<file path="src/logic/haptic_pkg.sv">
package haptic_pkg;

   // ----------------------------------------
   // Register offsets
   // ----------------------------------------
   localparam logic [7:0] ADDR_CONTROL = 8'h00;
   localparam logic [7:0] ADDR_CLOCK = 8'h01;
   localparam logic [7:0] ADDR_DRIVE_COAST = 8'h02;
   localparam logic [7:0] ADDR_REVERSE_HOLDOFF = 8'h03;
   localparam logic [7:0] ADDR_OVERDRIVE = 8'h04;
   localparam logic [7:0] ADDR_SUSTAIN = 8'h05;

   // ----------------------------------------
   // Reset values and writable masks
   // ----------------------------------------
   localparam logic [7:0] RST_CONTROL = 8'h01;
   localparam logic [7:0] RST_CLOCK = 8'h00;
   localparam logic [7:0] RST_DRIVE_COAST = 8'h0a;
   localparam logic [7:0] RST_REVERSE_HOLDOFF = 8'h85;
   localparam logic [7:0] RST_OVERDRIVE = 8'h00;
   localparam logic [7:0] RST_SUSTAIN = 8'h1a;
   localparam logic [7:0] MASK_CONTROL = 8'h1f;
   localparam logic [7:0] MASK_CLOCK = 8'h0f;
   localparam logic [7:0] MASK_VOLTAGE = 8'h1f;

   // ----------------------------------------
   // Field positions
   // ----------------------------------------
   localparam int CTRL_ENABLE = 0;
   localparam int CTRL_TRIGGER = 1;
   localparam int CTRL_VIBRATE = 2;
   localparam int CTRL_TEMP = 3;
   localparam int CTRL_LOOP = 4;
   localparam int CLK_SOURCE = 0;
   localparam int CLK_HALVE = 1;
   localparam int CLK_QUARTER = 2;
   localparam int CLK_SIXTEENTH = 3;

   // ----------------------------------------
   // Timing
   // ----------------------------------------
   localparam int unsigned CLK_HZ = 25_000_000;
   localparam int unsigned OSC_TICK_MS = 1;
   localparam int unsigned WATCHDOG_MS = 8;
   localparam int unsigned OSC_TICK_CYCLES = CLK_HZ / 1000 * OSC_TICK_MS;
   localparam int unsigned WATCHDOG_CYCLES = CLK_HZ / 1000 * WATCHDOG_MS;

   // Code 1 means 5.0 V, so the base is one step above it, in 0.1 V units
   localparam logic [5:0] VOLT_BASE_DV = 6'h33;

   // ----------------------------------------
   // Sequence phases
   // ----------------------------------------
   typedef enum logic [2:0]
   {
      PH_IDLE = 3'b000,
      PH_FORWARD = 3'b001,
      PH_COAST = 3'b010,
      PH_REVERSE = 3'b011,
      PH_RECOVER = 3'b100
   } phase_e;

endpackage

</file>
<file path="src/logic/tick_if.sv">
`timescale 1ns/1ps
interface tick_if;
   // Clock setup from the sequencer
   logic clock_source_select;
   logic clock_halve;
   logic clock_quarter;
   logic clock_sixteenth;
   logic standby;
   // Results from the tick source
   logic tick;
   logic watchdog_abort;

   modport seq
   (
      output clock_source_select, clock_halve, clock_quarter, clock_sixteenth, standby,
      input tick, watchdog_abort
   );
   modport timer
   (
      input clock_source_select, clock_halve, clock_quarter, clock_sixteenth, standby,
      output tick, watchdog_abort
   );
endinterface

</file>
<file path="src/logic/haptic_motor_sequencer.sv">
`timescale 1ns/1ps
// Function
// - Six 8-bit registers, read and written by the host.
// - Reset loads 01h, 00h, 0Ah, 85h, 00h, 1Ah into the six registers.
// - A haptic sequence starts on a rising trigger request, or on its own while the loop bit is set.
// - Haptic drive phases use the overdrive voltage code.
// - Vibrate request drives forward continuously at the sustain voltage code.
// - Enable bit clear means standby; all requests are ignored.
// - Clock source bit picks internal oscillator or external clock pin.
// - Three divider bits cascade by 2, 4 and 16 for ratios 1 to 128.
// - Forward, coast and reverse last twice their code in ticks.
// - Recovery lasts four times its code in ticks.
// - New trigger edges are ignored until recovery has expired.
// - Over-temperature sets the latched control bit 3; host writes cannot change it.
// - Bridge legs, regulator enable and bypass are off while thermal or undervoltage fault is present.
// - Trigger and vibrate register bits are ORed with their pins.
// - Loop bit repeats the sequence continuously.
// - Timing codes sit in the low and high nibbles of two registers.
// - Voltage code 0 bypasses to supply; 1 is 5.0 V, down 0.1 V each.
// - Defaults give 1 ms tick, 20, 0, 10 and 32 ms phases.
// - Trigger overrides vibrate; vibrate drive resumes once the recovery phase begins.
// - External clock watchdog aborts the sequence after about 8 ms without edge.
// - Reset restores defaults and shuts down; host must pulse reset first.
module haptic_motor_sequencer #(
   parameter int unsigned OSC_CYCLES = haptic_pkg::OSC_TICK_CYCLES,
   parameter int unsigned WD_CYCLES = haptic_pkg::WATCHDOG_CYCLES
)
(
   // Clock and reset
   input wire logic clk,
   input wire logic rst,
   // Register port
   input wire logic reg_write,
   input wire logic reg_read,
   input wire logic [7:0] reg_addr,
   input wire logic [7:0] reg_wdata,
   output logic [7:0] reg_rdata,
   // Request and status pins
   input wire logic haptic_trigger,
   input wire logic vibrate_request,
   input wire logic ext_clock_pin,
   input wire logic over_temp,
   input wire logic under_voltage,
   // Bridge and regulator controls
   output logic bridge_forward,
   output logic bridge_reverse,
   output logic regulator_on,
   output logic regulator_bypass,
   output logic [4:0] regulator_code,
   output logic [5:0] regulator_target_dv
);

   typedef struct packed
   {
      logic [7:0] control_status;
      logic [7:0] clock_setup;
      logic [7:0] drive_coast_times;
      logic [7:0] reverse_holdoff_times;
      logic [7:0] overdrive_voltage;
      logic [7:0] sustain_voltage;
      logic [1:0] trig_sync;
      logic [1:0] vib_sync;
      logic [1:0] temp_sync;
      logic [1:0] uv_sync;
      logic trig_prev;
      haptic_pkg::phase_e phase;
      logic [5:0] cnt;
      logic [7:0] rdata;
      logic fwd;
      logic rev;
      logic reg_on;
      logic bypass;
      logic [4:0] code;
      logic [5:0] target;
   } seq_state_s;

   seq_state_s s;
   seq_state_s next_s;
   tick_if tk();

   logic enabled;
   logic loop_on;
   logic trig_req;
   logic trig_edge;
   logic vib_req;
   logic fault;
   logic haptic_run;
   logic vib_drive;
   logic [5:0] phase_len;
   logic [4:0] sel_code;

   // ----------------------------------------
   // Tick source
   // ----------------------------------------
   // Clock setup bits steer the divider directly
   assign tk.clock_source_select = s.clock_setup[haptic_pkg::CLK_SOURCE];
   assign tk.clock_halve = s.clock_setup[haptic_pkg::CLK_HALVE];
   assign tk.clock_quarter = s.clock_setup[haptic_pkg::CLK_QUARTER];
   assign tk.clock_sixteenth = s.clock_setup[haptic_pkg::CLK_SIXTEENTH];
   assign tk.standby = !enabled;

   tick_source #(
      .OSC_CYCLES(OSC_CYCLES),
      .WD_CYCLES(WD_CYCLES)
   ) u_tick (
      .clk(clk),
      .rst(rst),
      .ext_clock_pin(ext_clock_pin),
      .t(tk.timer)
   );

   // ----------------------------------------
   // Request decode
   // ----------------------------------------
   // Pins are read only from the second synchroniser stage
   assign enabled = s.control_status[haptic_pkg::CTRL_ENABLE];
   assign loop_on = s.control_status[haptic_pkg::CTRL_LOOP];
   assign trig_req = s.trig_sync[1] | s.control_status[haptic_pkg::CTRL_TRIGGER];
   assign vib_req = s.vib_sync[1] | s.control_status[haptic_pkg::CTRL_VIBRATE];
   assign trig_edge = trig_req & ~s.trig_prev;
   assign fault = s.temp_sync[1] | s.uv_sync[1];

   // Phase length in divided ticks
   always_comb
   begin
      case (s.phase)
         haptic_pkg::PH_FORWARD: phase_len = {1'b0, s.drive_coast_times[3:0], 1'b0};
         haptic_pkg::PH_COAST: phase_len = {1'b0, s.drive_coast_times[7:4], 1'b0};
         haptic_pkg::PH_REVERSE: phase_len = {1'b0, s.reverse_holdoff_times[3:0], 1'b0};
         haptic_pkg::PH_RECOVER: phase_len = {s.reverse_holdoff_times[7:4], 2'b00};
         default: phase_len = 6'h00;
      endcase
   end

   // Drive modes; recovery counts as finished drive so vibrate may resume
   assign haptic_run = (s.phase == haptic_pkg::PH_FORWARD) || (s.phase == haptic_pkg::PH_COAST)
      || (s.phase == haptic_pkg::PH_REVERSE);
   assign vib_drive = enabled && vib_req && !haptic_run;
   assign sel_code = haptic_run ? s.overdrive_voltage[4:0] : s.sustain_voltage[4:0];

   // ----------------------------------------
   // Next state
   // ----------------------------------------
   always_comb
   begin
      next_s = s;
      next_s.trig_sync = {s.trig_sync[0], haptic_trigger};
      next_s.vib_sync = {s.vib_sync[0], vibrate_request};
      next_s.temp_sync = {s.temp_sync[0], over_temp};
      next_s.uv_sync = {s.uv_sync[0], under_voltage};
      next_s.trig_prev = trig_req;

      // Host writes; reserved bits are not stored and read as zero
      if (reg_write)
      begin
         case (reg_addr)
            haptic_pkg::ADDR_CONTROL:
            begin
               next_s.control_status = reg_wdata & haptic_pkg::MASK_CONTROL;
               next_s.control_status[haptic_pkg::CTRL_TEMP] =
                  s.control_status[haptic_pkg::CTRL_TEMP];
            end
            haptic_pkg::ADDR_CLOCK: next_s.clock_setup = reg_wdata & haptic_pkg::MASK_CLOCK;
            haptic_pkg::ADDR_DRIVE_COAST: next_s.drive_coast_times = reg_wdata;
            haptic_pkg::ADDR_REVERSE_HOLDOFF: next_s.reverse_holdoff_times = reg_wdata;
            haptic_pkg::ADDR_OVERDRIVE: next_s.overdrive_voltage = reg_wdata & haptic_pkg::MASK_VOLTAGE;
            haptic_pkg::ADDR_SUSTAIN: next_s.sustain_voltage = reg_wdata & haptic_pkg::MASK_VOLTAGE;
            default: next_s.rdata = s.rdata;
         endcase
      end
      // Latch wins over any write in the same cycle
      if (s.temp_sync[1])
      begin
         next_s.control_status[haptic_pkg::CTRL_TEMP] = 1'b1;
      end

      // Reads answer one cycle later; unmapped offsets give zero
      if (reg_read)
      begin
         case (reg_addr)
            haptic_pkg::ADDR_CONTROL: next_s.rdata = s.control_status;
            haptic_pkg::ADDR_CLOCK: next_s.rdata = s.clock_setup;
            haptic_pkg::ADDR_DRIVE_COAST: next_s.rdata = s.drive_coast_times;
            haptic_pkg::ADDR_REVERSE_HOLDOFF: next_s.rdata = s.reverse_holdoff_times;
            haptic_pkg::ADDR_OVERDRIVE: next_s.rdata = s.overdrive_voltage;
            haptic_pkg::ADDR_SUSTAIN: next_s.rdata = s.sustain_voltage;
            default: next_s.rdata = 8'h00;
         endcase
      end

      // Sequencer
      if (!enabled)
      begin
         next_s.phase = haptic_pkg::PH_IDLE;
         next_s.cnt = 6'h00;
      end
      else if (tk.watchdog_abort && s.phase != haptic_pkg::PH_IDLE)
      begin
         next_s.phase = haptic_pkg::PH_IDLE;
         next_s.cnt = 6'h00;
      end
      else
      begin
         case (s.phase)
            haptic_pkg::PH_IDLE:
            begin
               // Trigger edge overrides vibrate; loop mode starts on its own
               if (trig_edge || loop_on)
               begin
                  next_s.phase = haptic_pkg::PH_FORWARD;
                  next_s.cnt = 6'h00;
               end
            end
            haptic_pkg::PH_FORWARD, haptic_pkg::PH_COAST, haptic_pkg::PH_REVERSE,
            haptic_pkg::PH_RECOVER:
            begin
               // Edges seen here are dropped, including during recovery
               if (s.cnt >= phase_len)
               begin
                  next_s.cnt = 6'h00;
                  case (s.phase)
                     haptic_pkg::PH_FORWARD: next_s.phase = haptic_pkg::PH_COAST;
                     haptic_pkg::PH_COAST: next_s.phase = haptic_pkg::PH_REVERSE;
                     haptic_pkg::PH_REVERSE: next_s.phase = haptic_pkg::PH_RECOVER;
                     default: next_s.phase = loop_on ? haptic_pkg::PH_FORWARD
                        : haptic_pkg::PH_IDLE;
                  endcase
               end
               else if (tk.tick)
               begin
                  next_s.cnt = s.cnt + 6'h01;
               end
            end
            default:
            begin
               next_s.phase = haptic_pkg::PH_IDLE;
               next_s.cnt = 6'h00;
            end
         endcase
      end

      // Registered outputs; coast leaves both legs undriven
      next_s.fwd = !fault && ((s.phase == haptic_pkg::PH_FORWARD) || vib_drive);
      next_s.rev = !fault && (s.phase == haptic_pkg::PH_REVERSE);
      next_s.reg_on = !fault && (haptic_run || vib_drive);
      next_s.code = sel_code;
      next_s.bypass = !fault && (haptic_run || vib_drive) && (sel_code == 5'h00);
      next_s.target = (sel_code == 5'h00) ? 6'h00 : (haptic_pkg::VOLT_BASE_DV - {1'b0, sel_code});
   end

   // ----------------------------------------
   // State register
   // ----------------------------------------
   // Reset stands for the active low reset pin; no power-on reset exists
   always_ff @(posedge clk)
   begin
      if (rst)
      begin
         s <= '0;
         s.control_status <= haptic_pkg::RST_CONTROL;
         s.clock_setup <= haptic_pkg::RST_CLOCK;
         s.drive_coast_times <= haptic_pkg::RST_DRIVE_COAST;
         s.reverse_holdoff_times <= haptic_pkg::RST_REVERSE_HOLDOFF;
         s.overdrive_voltage <= haptic_pkg::RST_OVERDRIVE;
         s.sustain_voltage <= haptic_pkg::RST_SUSTAIN;
         s.phase <= haptic_pkg::PH_IDLE;
      end
      else
      begin
         s <= next_s;
      end
   end

   // Outputs
   assign reg_rdata = s.rdata;
   assign bridge_forward = s.fwd;
   assign bridge_reverse = s.rev;
   assign regulator_on = s.reg_on;
   assign regulator_bypass = s.bypass;
   assign regulator_code = s.code;
   assign regulator_target_dv = s.target;

   // ----------------------------------------
   // Checks
   // ----------------------------------------
   property p_defaults;
      @(posedge clk) rst |=> (s.control_status == 8'h01 && s.drive_coast_times == 8'h0a
         && s.reverse_holdoff_times == 8'h85 && s.sustain_voltage == 8'h1a);
   endproperty
   a_defaults: assert property (p_defaults) else $error("reset defaults wrong");

   property p_level_no_start;
      @(posedge clk) disable iff (rst)
      (s.phase == haptic_pkg::PH_IDLE && !trig_edge && !loop_on) |=> s.phase == haptic_pkg::PH_IDLE;
   endproperty
   a_level_no_start: assert property (p_level_no_start) else $error("start without edge");

   property p_overdrive;
      @(posedge clk) disable iff (rst)
      (haptic_run && !fault) |=> (regulator_on && regulator_code == $past(s.overdrive_voltage[4:0]));
   endproperty
   a_overdrive: assert property (p_overdrive) else $error("wrong haptic voltage");

   property p_vibrate;
      @(posedge clk) disable iff (rst)
      (enabled && vib_req && s.phase == haptic_pkg::PH_IDLE && !fault)
      |=> (bridge_forward && !bridge_reverse && regulator_code == $past(s.sustain_voltage[4:0]));
   endproperty
   a_vibrate: assert property (p_vibrate) else $error("vibrate drive missing");

   property p_standby;
      @(posedge clk) disable iff (rst)
      !enabled |=> (s.phase == haptic_pkg::PH_IDLE && s.cnt == 6'h00);
   endproperty
   a_standby: assert property (p_standby) else $error("active in standby");

   property p_recovery_hold;
      @(posedge clk) disable iff (rst)
      (s.phase == haptic_pkg::PH_RECOVER && s.cnt < phase_len && enabled && !tk.watchdog_abort)
      |=> s.phase == haptic_pkg::PH_RECOVER;
   endproperty
   a_recovery_hold: assert property (p_recovery_hold) else $error("recovery cut short");

   property p_temp_latch;
      @(posedge clk) disable iff (rst)
      (s.temp_sync[1] || s.control_status[haptic_pkg::CTRL_TEMP])
      |=> s.control_status[haptic_pkg::CTRL_TEMP] [*2];
   endproperty
   a_temp_latch: assert property (p_temp_latch) else $error("temp latch lost");

   property p_fault_off;
      @(posedge clk) disable iff (rst)
      fault |=> (!bridge_forward && !bridge_reverse && !regulator_on);
   endproperty
   a_fault_off: assert property (p_fault_off) else $error("drive during fault");

   property p_zero_coast;
      @(posedge clk) disable iff (rst)
      (s.phase == haptic_pkg::PH_COAST && s.drive_coast_times[7:4] == 4'h0 && enabled
         && !tk.watchdog_abort) |=> s.phase == haptic_pkg::PH_REVERSE;
   endproperty
   a_zero_coast: assert property (p_zero_coast) else $error("zero coast not skipped");

   property p_count_on_tick;
      @(posedge clk) disable iff (rst)
      (s.phase != haptic_pkg::PH_IDLE && !tk.tick && enabled && s.cnt < phase_len
         && !tk.watchdog_abort) |=> $stable(s.cnt);
   endproperty
   a_count_on_tick: assert property (p_count_on_tick) else $error("count without tick");
endmodule

</file>
<file path="src/logic/tick_source.sv">
`timescale 1ns/1ps
module tick_source #(
   parameter int unsigned OSC_CYCLES = haptic_pkg::OSC_TICK_CYCLES,
   parameter int unsigned WD_CYCLES = haptic_pkg::WATCHDOG_CYCLES
)
(
   // Clock and reset
   input wire logic clk,
   input wire logic rst,
   // External timer clock pin
   input wire logic ext_clock_pin,
   // Sequencer side
   tick_if.timer t
);
   localparam int OW = $clog2(OSC_CYCLES + 1);
   localparam int WW = $clog2(WD_CYCLES + 1);

   typedef struct packed
   {
      logic [2:0] ext_sync;
      logic [OW-1:0] osc_cnt;
      logic [WW-1:0] wd_cnt;
      logic [7:0] div_cnt;
      logic tick;
      logic wd_abort;
   } tick_state_s;

   tick_state_s s;
   tick_state_s next_s;
   logic ext_edge;
   logic base_tick;
   logic [7:0] div_last;

   // ----------------------------------------
   // Base tick and divider
   // ----------------------------------------
   // Stage 2 against its delayed copy, stage 1 is left to settle
   assign ext_edge = s.ext_sync[1] & ~s.ext_sync[2];
   assign div_last = (8'h01 << {t.clock_sixteenth, t.clock_quarter, t.clock_halve}) - 8'h01;
   assign base_tick = t.clock_source_select ? ext_edge : (s.osc_cnt == OW'(OSC_CYCLES - 1));

   always_comb
   begin
      next_s = s;
      next_s.ext_sync = {s.ext_sync[1:0], ext_clock_pin};
      next_s.tick = 1'b0;
      // Internal oscillator, 1 ms per tick at the default count
      if (t.standby || s.osc_cnt == OW'(OSC_CYCLES - 1))
      begin
         next_s.osc_cnt = '0;
      end
      else
      begin
         next_s.osc_cnt = s.osc_cnt + 1'b1;
      end
      // Watchdog restarts on each rising pin edge and saturates at the limit
      if (!t.clock_source_select || ext_edge)
      begin
         next_s.wd_cnt = '0;
      end
      else if (s.wd_cnt != WW'(WD_CYCLES))
      begin
         next_s.wd_cnt = s.wd_cnt + 1'b1;
      end
      next_s.wd_abort = t.clock_source_select && (next_s.wd_cnt == WW'(WD_CYCLES));
      // Cascaded divide, ratio 1 to 128
      if (t.standby)
      begin
         next_s.div_cnt = 8'h00;
      end
      else if (base_tick)
      begin
         if (s.div_cnt >= div_last)
         begin
            next_s.div_cnt = 8'h00;
            next_s.tick = 1'b1;
         end
         else
         begin
            next_s.div_cnt = s.div_cnt + 8'h01;
         end
      end
   end

   // Register the state
   always_ff @(posedge clk)
   begin
      if (rst)
      begin
         s <= '0;
      end
      else
      begin
         s <= next_s;
      end
   end

   assign t.tick = s.tick;
   assign t.watchdog_abort = s.wd_abort;

   // ----------------------------------------
   // Checks
   // ----------------------------------------
   property p_tick_ratio;
      @(posedge clk) disable iff (rst)
      (t.tick && !t.standby && div_last == 8'h00 && !$past(t.clock_source_select))
      |-> $past(s.osc_cnt) == OW'(OSC_CYCLES - 1);
   endproperty
   a_tick_ratio: assert property (p_tick_ratio) else $error("tick without base tick");

   property p_wd_edge_clears;
      @(posedge clk) disable iff (rst)
      (t.clock_source_select && ext_edge) |=> !t.watchdog_abort;
   endproperty
   a_wd_edge_clears: assert property (p_wd_edge_clears) else $error("watchdog on live clock");
endmodule

</file>
<file path="config.mk">
export PLATFORM = sky130hd
export DESIGN_NAME = haptic_motor_sequencer
export DESIGN_NICKNAME = d
export VERILOG_FILES = /design/src/logic/haptic_pkg.sv /design/src/logic/tick_if.sv /design/src/logic/haptic_motor_sequencer.sv /design/src/logic/tick_source.sv
export SDC_FILE = /design/constraint.sdc
export NUM_CORES = 1
export LEC_CHECK = 0
export ABC_CLOCK_PERIOD_IN_PS = 3800
export BUFFER_PORTS_ARGS = -buffer_cell sky130_fd_sc_hd__buf_2
export CAP_MARGIN = 0
export CORE_ASPECT_RATIO = 0.5
export CORE_MARGIN = 1.5
export CORE_UTILIZATION = 60
export DETAILED_ROUTE_END_ITERATION = 10
export GPL_TIMING_DRIVEN = 0
export PLACE_DENSITY = 0.8
export SYNTH_ARGS = -nofsm -noshare
export SYNTH_HDL_FRONTEND = slang
export SYNTH_SLANG_ARGS = --single-unit
</file>
<file path="constraint.sdc">
create_clock -name clk -period 3.8 [get_ports clk]
set_input_delay 0.19 -clock clk [delete_from_list [all_inputs] [get_ports clk]]
set_output_delay 0.19 -clock clk [all_outputs]
set_load 0.1 [all_outputs]
</file>
==> results.py, run 1 <==
metrics = {
    "outcome": {
        "status": "finished, final reports clean",
    },
    "placed_design": {
        "post-place-ws_ns": 0.377,
        "gp_congestion": 0.882,
        "dp_hpwl_um": 9430,
        "port_buffers": 46,
    },
    "clock_network": {
        "clock_path_buffers": 2,
        "cts_root_buf": "clkbuf_16",
        "clkLatencyLatePin_ns": 0.42,
        "cts_buffers": 17,
        "cts_tree": "built",
        "h-tree-depth": 4,
        "cts.clk_slew.worst_paths_ns": 0.06,
        "clock_sinks": 122,
    },
    "die": {
        "die_y_um": 72.5,
        "core_um2": 9420,
        "dieArea_um2": 10300,
        "initial_utilization_pct": 61.6,
        "die_x_um": 142,
        "rows": 25,
        "io_pins": 48,
    },
    "route": {
        "wire_per_inst_um": 15.6,
        "via_per_inst": 5.83,
        "drc": 0,
        "drt-initial-drc-count": 384,
        "vias": 5235,
        "drt-total-wl_um": 14000,
        "firstDrtPassIters": 7,
        "postRouteAntennaNets": 0,
    },
    "critical_path": {
        "rr_endpoint": "s[26]",
        "cp_slowest_cell": "dfxtp_1",
        "reg2reg_slack_ns": 0.45,
        "cp.required_ns": 4.10,
        "critical_path_class": "reg -> reg",
        "path_max_fanout": 10,
        "worstPathArrival_ns": 3.65,
        "cp_common_cell": "a21oi_1",
        "start_kind": "flip-flop",
        "end_kind": "flip-flop",
        "cp_slowest_stage_delay_ns": 0.42,
        "crit_chain": "clkbuf_2 > nor2b_1 > a22oi_1 > nor2_1 > a21oi_1 > ha_1 > a21o_1 > a221oi_1 > o21a_1 > clkbuf_1 > a21oi_1 > a311oi_1",
        "rr_worst_depth": 12,
        "r2r-start": "s[30]",
    },
    "grt": {
        "antenna_found_initial": 0,
        "grt_max_degree": 17,
        "grt_use_total_pct": 28.5,
        "grt_pass1_wl_um": 22900,
        "grt_pass1_vias": 4875,
        "grt-ovfl-total": 0,
    },
    "logic_synthesis": {
        "synth_warnings": 0,
        "async_flop_share_pct": 0,
        "syn-instance-count": 683,
        "yosysUniqueCellTypes": 59,
        "synth_edf_count": 0,
        "syn_area_per_cell_um2": 8.49,
        "yosysSeqAreaShare_pct": 42.1,
        "yosys_most_used_dff": "dfxtp_1",
        "syn_area_um2": 5800,
        "ys_seq_elements": 122,
        "syn-num-nets": 727,
    },
    "worst_hold_path": {
        "holdCritPathClass": "in -> reg",
        "hold_end": "next_s[34]",
        "holdPathStages": 2,
        "min-delay-start": "under_voltage",
    },
    "timing": {
        "fmax_ghz": 0.298,
        "tightestPinTransition_ns": 1.04,
        "slew_headroom_pct": 30.4,
        "fin_crit_ns": 3.35,
        "setup_viol": 0,
        "rsz0062_at_grt": "no",
        "fin_crit_sh_pct": 88.2,
        "timing.hold.ws_ns": 0.00862,
        "fin_tns_setup_ns": 0,
        "drv_slew": 0,
        "skew_ns": 0.00868,
        "hold_viol_final": 0,
        "finalWorstSetupSlack_ns": 0.449,
    },
    "final_layout": {
        "seq_area_um2": 2440,
        "n_antenna_cell": 0,
        "drive_above_1_share_pct": 14.7,
        "area_growth_syn_to_layout_pct": 17.6,
        "layout.nets": 794,
        "multi_input_area_um2": 3010,
        "fillers": 696,
    },
    "pwr": {
        "p_per_area_nw_per_um2": 561,
        "vdd_drop_max_uv": 305,
        "p_leak_nw": 2.62,
    },
    "run": {
        "cap_violations": 0,
    },
}
[flip-flops by register name, summed over array words and instances (netlist names)]
| register | cells |
|---|---|
| regulator_on | 1 |
| enabled | 1 |
| u_tick.t.tick | 1 |
| regulator_target_dv | 6 |
| u_tick.t.watchdog_abort | 1 |
| bridge_reverse | 1 |
| reg_rdata | 8 |
| u_tick.s | 42 |
| next_s | 4 |
| bridge_forward | 1 |
| u_tick.next_s | 2 |
| regulator_code | 5 |
| regulator_bypass | 1 |
| s | 47 |
| loop_on | 1 |
[cells in the final DEF, fill, tap and decap left out, types with 11 or more instances in the layout]
cell type  instances
nor2_1            76
buf_2             46
ha_1              19
a22oi_1           21
xnor2_1           19
and3_1            19
nor3_1            14
a21oi_1           46
dfxtp_1          122
clkbuf_1          34
nor2b_1           14
clkbuf_16         17
inv_1             19
buf_4             19
o21ai_0           11
xor2_1            20
nand3_1           49
nand2_1           61
[power breakdown]
part / switching, mW / internal [mW] / total (mW)
clock: 0.604 / 1.03 / 1.64
combinational: 0.587 / 0.233 / 0.820
sequential: 0.0298 / 1.34 / 1.37
[cells by family (layout without fill, tap and decap cells)]
group / after synthesis / in the layout / share of synthesized area [%]
AO/OA/AOI/OAI: 127 / 127 / 14.5
flip-flops: 122 / 122 / 42.1
other: 1 / 1 / 0.0647
XOR/XNOR: 39 / 39 / 5.89
AND/OR/NAND/NOR: 290 / 290 / 25.4
multiplexers: 11 / 11 / 1.96
buffers and inverters: 74 / 154 / 6.02
adder cells (fa/ha/maj): 19 / 19 / 4.10
[Yosys cell counts, types with 19 or more instances]
cell type  instances  area (um^2)
inv_1             19         71.3
dfxtp_1          122         2440
buf_4             19          143
ha_1              19          238
clkbuf_1          34          128
and3_1            19          119
nand2_1           61          229
nor2_1            76          285
xor2_1            20          175
a22oi_1           21          158
nand3_1           49          245
a21oi_1           46          230
xnor2_1           19          166
[critical path: cells and delay by family (launching register included)]
kind / cells / cell delay [ns]
adders and majority gates: 1 / 0.29
DFF: 1 / 0.42
buffers and inverters: 2 / 0.64
and+or+nand+nor: 2 / 0.47
AOI/OAI and AO/OA: 7 / 1.41
[how the worst max path moves through the flow]
stage / startpoint / slack [ns] / to
after floorplan: s[30] / 0.91 / s[26]
after global placement: s[30] / 0.47 / s[27]
after detailed placement: s[30] / 0.38 / s[26]
after CTS: s[30] / 0.35 / s[26]
after global routing: s[29] / 0.13 / s[26]
final: s[30] / 0.45 / s[26]
[layer usage]
| metal | routed length (um) | track usage (%) |
|---|---|---|
| met2 | 6430 | 47.4 |
| met3 | 933 | 6.40 |
| met4 | 333 | 12.9 |
| met5 | 0 | 0 |
| met1 | 6280 | 36.1 |
[timing repair]
action                     4_1_cts  5_1_grt
hold buffers                     2        0
setup endpoints to repair        0        1
gates resized for setup          0        2
hold endpoints to repair         2        0
buffers inserted                 0        0
[cell type report]
class	instances	share of cell area, %
buffer	55	4.09
clock buffer	18	6.29
clock inverter	14	2.53
inverter	19	1.05
multi-input combinational	487	44.1
sequential	122	35.8
tap	135	2.48
timing repair buffer	48	3.67
[metrics by stage]
step | instances | total power, mW | utilization [%] | cell area (um^2)
after floorplan | 683 | 2.05 | - | 5800
after global placement | 864 | 2.19 | 65.8 | 6200
after detailed placement | 864 | 2.20 | 65.8 | 6200
after CTS | 898 | 3.83 | 72.4 | 6820
after global routing | 898 | 3.96 | 72.5 | 6820
final | 898 | 3.83 | 72.5 | 6820
Power figures use the tool's default switching activity.
==> inputs of run 2 (changes only) <==
--- a/config.mk
+++ b/config.mk
@@ -5,9 +5,8 @@
 export SDC_FILE = /design/constraint.sdc
 export NUM_CORES = 1
 export LEC_CHECK = 0
-export ABC_CLOCK_PERIOD_IN_PS = 3800
+export ABC_CLOCK_PERIOD_IN_PS = 4000
 export BUFFER_PORTS_ARGS = -buffer_cell sky130_fd_sc_hd__buf_2
-export CAP_MARGIN = 0
 export CORE_ASPECT_RATIO = 0.5
 export CORE_MARGIN = 1.5
 export CORE_UTILIZATION = 60
==> constraint.sdc (replaced) <==
create_clock -name clk -period 4 [get_ports clk]
set_input_delay 0.2 -clock clk [delete_from_list [all_inputs] [get_ports clk]]
set_output_delay 0.2 -clock clk [all_outputs]
set_load 0.1 [all_outputs]
==> results.py, run 2 (synthesis results as in run 1) <==
metrics = {
    "outcome": {
        "status": "finished, final reports clean",
    },
    "route": {
        "drc": 0,
        "drt-initial-drc-count": 367,
        "wire_per_inst_um": 15.6,
        "vias": 5207,
        "firstDrtPassIters": 5,
        "via_per_inst": 5.81,
        "postRouteAntennaNets": 0,
        "drt-total-wl_um": 14000,
    },
    "final_layout": {
        "largest-register": "s",
        "seq_area_um2": 2440,
        "final_common_cell": "dfxtp_1",
        "multi_input_area_um2": 3010,
        "area_growth_syn_to_layout_pct": 17.3,
        "n_antenna_cell": 0,
        "layout.cells.non_filler": 896,
        "final_cell_mix": "dfxtp_1 (122), nor2_1 (76), nand2_1 (61)",
        "fillers": 699,
        "stdcell_area_um2": 6800,
        "drive_above_1_share_pct": 14.6,
        "largest_reg_flops": 47,
        "layout.nets": 792,
    },
    "critical_path": {
        "r2r-start": "s[30]",
        "rr_endpoint": "s[26]",
        "end_kind": "flip-flop",
        "reg2reg_slack_ns": 0.50,
        "rr_worst_depth": 12,
        "worstPathArrival_ns": 3.80,
        "path_max_fanout": 10,
        "cp_slowest_stage_delay_ns": 0.43,
        "crit_end": "s[26]",
        "path_buf_inv": 2,
        "start_kind": "flip-flop",
        "critical_path_class": "reg -> reg",
        "crit_chain": "clkbuf_1 > nor2b_1 > a22oi_1 > nor2_1 > a21oi_1 > ha_1 > a21o_1 > a221oi_1 > o21a_1 > clkbuf_1 > a21oi_1 > a311oi_1",
        "cp.required_ns": 4.30,
        "critPathLaunch": "s[30]",
        "critical-path-top-delay-family": "compound AO/OA/AOI/OAI gates",
        "cp_slowest_cell": "dfxtp_1",
        "worst-path-stages": 12,
    },
    "pwr": {
        "vdd_drop_max_uv": 290,
        "p_per_area_nw_per_um2": 535,
        "p_leak_nw": 2.60,
        "power.total_mw": 3.64,
    },
    "timing": {
        "fmax_ghz": 0.286,
        "fin_crit_sh_pct": 87.5,
        "slew_headroom_pct": 31.5,
        "rsz0062_at_grt": "no",
        "tightestPinTransition_ns": 1.02,
        "skew_ns": 0.00836,
        "drv_slew": 0,
        "hold_viol_final": 0,
        "fin_tns_setup_ns": 0,
        "finalWorstSetupSlack_ns": 0.502,
        "fin_crit_ns": 3.50,
        "setup_viol": 0,
    },
    "die": {
        "die_x_um": 142,
        "io_pins": 48,
        "die_y_um": 72.5,
        "rows": 25,
        "dieArea_um2": 10300,
        "initial_utilization_pct": 61.6,
        "core_um2": 9420,
    },
    "placed_design": {
        "gp_congestion": 0.882,
        "dp_hpwl_um": 9430,
        "place_area_um2": 6200,
        "port_buffers": 46,
        "post-place-ws_ns": 0.577,
        "dp.cells": 864,
    },
    "clock_network": {
        "clock_path_buffers": 2,
        "cts_hold_buf": 0,
        "cts_tree": "built",
        "post-cts-setup-buffers": 0,
        "cts.clk_slew.worst_paths_ns": 0.06,
        "cts-resized-gates": 0,
        "clkLatencyLatePin_ns": 0.42,
        "h-tree-depth": 4,
        "clock_sinks": 122,
        "cts_buffers": 17,
        "cts_root_buf": "clkbuf_16",
    },
    "grt": {
        "grt_pass1_wl_um": 22900,
        "grt_pass1_vias": 4864,
        "antenna_found_initial": 0,
        "grt-ovfl-total": 0,
        "grt_use_total_pct": 28.5,
        "grt_max_degree": 17,
    },
    "worst_hold_path": {
        "holdCritPathClass": "in -> reg",
    },
    "run": {
        "cap_violations": 0,
    },
}
## run 2: changes by cell type in the layout (fill, tap and decap cells not counted), sizes merged
cell | before | now
dlygate4sd3 | 2 | 0
## run 2: worst min path at each step
stage	start	end	slack (ns)	cells past startpoint
after floorplan	under_voltage	next_s[34]	0.33	1
after global placement	u_tick.next_s[45]	u_tick.s[45]	0.41	2
after detailed placement	under_voltage	next_s[34]	0.42	2
after CTS	over_temp	next_s[36]	0.008	2
after global routing	haptic_trigger	next_s[40]	0.01	2
final	under_voltage	next_s[34]	0.01	2
## run 2: per-stage QoR
stage	hold slack, ns	utilization [%]
2_1_floorplan	0.328	-
3_3_place_gp	0.414	65.8
5_1_grt	0.0140	72.2
6_report	0.00978	72.2
3_5_place_dp	0.415	65.8
4_1_cts	0.00802	72.2
## run 2: per-layer routing
layer | vias to the layer above | global-route usage (%) | part of all wire, %
li1 | 2533 | - | -
met1 | 2447 | 36.1 | 46
met2 | 194 | 47.3 | 46
met3 | 33 | 6.40 | 6.3
met4 | 0 | 12.9 | 2.4
met5 | - | 0 | 0
## run 2: layout make-up
cell class | count | area share [%]
Buffer | 55 | 4.08
Clock buffer | 18 | 6.31
Clock inverter | 14 | 2.54
Inverter | 19 | 1.05
Multi-Input combinational cell | 487 | 44.2
Sequential cell | 122 | 35.9
Tap cell | 135 | 2.48
Timing Repair Buffer | 46 | 3.39
## run 2: power breakdown
| group | leakage, nW | switching (mW) | internal, mW |
|---|---|---|---|
| sequential | 0.989 | 0.0290 | 1.27 |
| clock | 0.291 | 0.576 | 0.982 |
| combinational | 1.32 | 0.557 | 0.219 |
| total | 2.60 | 1.16 | 2.47 |
## run 2: worst reg2reg max path, cell delays in order, from the launching register on
cell      delay, ns
dfxtp_1        0.43
clkbuf_1       0.40
nor2b_1        0.39
a22oi_1        0.15
nor2_1         0.11
a21oi_1        0.05
ha_1           0.29
a21o_1         0.18
a221oi_1       0.26
o21a_1         0.33
clkbuf_1       0.37
a21oi_1        0.11
a311oi_1       0.31
==> inputs of run 3 (changes only) <==
--- a/config.mk
+++ b/config.mk
@@ -13,6 +13,7 @@
 export DETAILED_ROUTE_END_ITERATION = 10
 export GPL_TIMING_DRIVEN = 0
 export PLACE_DENSITY = 0.8
+export REMOVE_ABC_BUFFERS = 1
 export SYNTH_ARGS = -nofsm -noshare
 export SYNTH_HDL_FRONTEND = slang
 export SYNTH_SLANG_ARGS = --single-unit
==> results.py, run 3 (synthesis results as in run 1) <==
metrics = {
    "outcome": {
        "status": "finished, final reports clean",
    },
    "final_layout": {
        "largest-register": "s",
        "drive_above_1_share_pct": 13.2,
        "area_growth_syn_to_layout_pct": 13.0,
        "layout.nets": 741,
        "fillers": 742,
        "final_cell_mix": "dfxtp_1 (122), nor2_1 (76), nand2_1 (61)",
        "final_common_cell": "dfxtp_1",
        "largest_reg_flops": 47,
        "fin_util_pct": 69.6,
        "n_antenna_cell": 0,
    },
    "clock_network": {
        "cts.clk_slew.worst_paths_ns": 0.06,
        "clock_path_buffers": 2,
        "post-cts-setup-buffers": 0,
        "clock_sinks": 122,
        "cts_tree": "built",
        "cts-resized-gates": 0,
        "cts_root_buf": "clkbuf_16",
        "h-tree-depth": 4,
        "clkLatencyLatePin_ns": 0.42,
        "cts_buffers": 17,
        "cts_hold_buf": 3,
    },
    "route": {
        "drt-total-wl_um": 12600,
        "vias": 4913,
        "wire_per_inst_um": 15.0,
        "firstDrtPassIters": 5,
        "postRouteAntennaNets": 0,
        "drt-initial-drc-count": 375,
        "drc": 0,
        "via_per_inst": 5.81,
    },
    "die": {
        "die_x_um": 142,
        "io_pins": 48,
        "core_um2": 9420,
        "initial_utilization_pct": 61.6,
        "dieArea_um2": 10300,
        "die_y_um": 72.5,
        "rows": 25,
    },
    "pwr": {
        "p_per_area_nw_per_um2": 538,
        "power.total_mw": 3.53,
        "vdd_drop_max_uv": 339,
        "p_leak_nw": 2.46,
    },
    "placed_design": {
        "port_buffers": 47,
        "dp_hpwl_um": 8230,
        "gp_congestion": 0.828,
    },
    "timing": {
        "rsz0062_at_grt": "no",
        "tightestPinTransition_ns": 1.20,
        "skew_ns": 0.00762,
        "fmax_ghz": 0.306,
        "drv_slew": 0,
        "slew_headroom_pct": 19.3,
        "fin_crit_sh_pct": 81.8,
        "hold_viol_final": 0,
        "fin_crit_ns": 3.27,
        "setup_viol": 0,
        "fin_tns_setup_ns": 0,
    },
    "critical_path": {
        "end_kind": "flip-flop",
        "worstPathArrival_ns": 3.60,
        "rr_worst_depth": 10,
        "crit_chain": "mux2_2 > a22oi_1 > nor2_1 > a21oi_1 > ha_1 > a21o_1 > a221oi_1 > o21a_1 > a41oi_1 > a311oi_1",
        "rr_endpoint": "s[28]",
        "r2r-start": "s[30]",
        "critical_path_class": "reg -> reg",
        "reg2reg_slack_ns": 0.73,
        "cp_slowest_cell": "dfxtp_1",
        "cp.required_ns": 4.33,
        "start_kind": "flip-flop",
        "path_max_fanout": 18,
        "cp_slowest_stage_delay_ns": 0.61,
    },
    "worst_hold_path": {
        "holdPathStages": 2,
        "hold_end": "u_tick.next_s[44]",
        "min-delay-start": "ext_clock_pin",
        "holdCritPathClass": "in -> reg",
    },
    "grt": {
        "grt_max_degree": 65,
        "antenna_found_initial": 0,
        "grt-ovfl-total": 0,
        "grt_pass1_vias": 4540,
        "grt_pass1_wl_um": 20700,
        "grt_use_total_pct": 25.6,
    },
    "run": {
        "cap_violations": 0,
    },
}
run 3: changes by cell type in the layout (fill, tap and decap cells not counted), sizes merged:
cell         previous run  this run
clkinvlp                2         6
clkbuf                 52        19
clkinv                  7         4
inv                    21        20
dlygate4sd3             0         3
buf                    67        47
bufinv                  3         2
run 3: worst max-delay path: cells and delay by family, from the launching register on:
kind	cells	cell delay (ns)
AO/OA/AOI/OAI	7	1.81
flip-flops	1	0.61
adder cells (fa/ha/maj)	1	0.29
AND/OR/NAND/NOR	1	0.06
multiplexers	1	0.40
run 3: area by class of cell:
cell class / count / area, um^2 / area share, %
clock buffers: 19 / 453 / 6.91
clock inverters: 13 / 145 / 2.21
inverters: 19 / 71.3 / 1.09
multi-input cells: 487 / 3010 / 45.9
flip-flops and latches: 122 / 2440 / 37.3
well taps: 135 / 169 / 2.58
repair buffers: 50 / 265 / 4.05
run 3: metal layers:
metal  track usage (%)  vias to the layer above  share of wire (%)
li1                  -                     2422                  -
met1              32.7                     2318                 45
met2              43.0                      147                 48
met3              6.20                       26                5.7
met4              8.71                        0                1.5
met5                 0                        -                  0
run 3: metrics by stage:
| step | hold slack (ns) | setup slack (ns) | instances | area [um^2] |
|---|---|---|---|---|
| floorplan | 0.267 | 1.23 | 628 | 5520 |
| global placement | 0.413 | 0.932 | 810 | 5930 |
| detailed placement | 0.414 | 0.856 | 810 | 5930 |
| CTS | 0.0128 | 0.782 | 845 | 6550 |
| global route | 0.0421 | 0.430 | 845 | 6550 |
| finish | 0.0188 | 0.727 | 845 | 6550 |
run 3: where the power goes:
part	switching [mW]	total (mW)	leakage (nW)	internal, mW
Clock	0.576	1.53	0.274	0.951
Sequential	0.0464	1.32	0.989	1.27
Combinational	0.503	0.678	1.20	0.176
Total	1.13	3.53	2.46	2.40
run 3: worst max-delay path by stage:
| stage | start | end | slack, ns | depth (start not counted) |
|---|---|---|---|---|
| after floorplan | s[30] | s[30] | 1.23 | 11 |
| after global placement | s[30] | s[27] | 0.93 | 10 |
| after detailed placement | s[30] | s[28] | 0.86 | 10 |
| after CTS | s[30] | s[28] | 0.78 | 10 |
| after global routing | s[30] | s[28] | 0.43 | 10 |
| final | s[30] | s[28] | 0.73 | 10 |
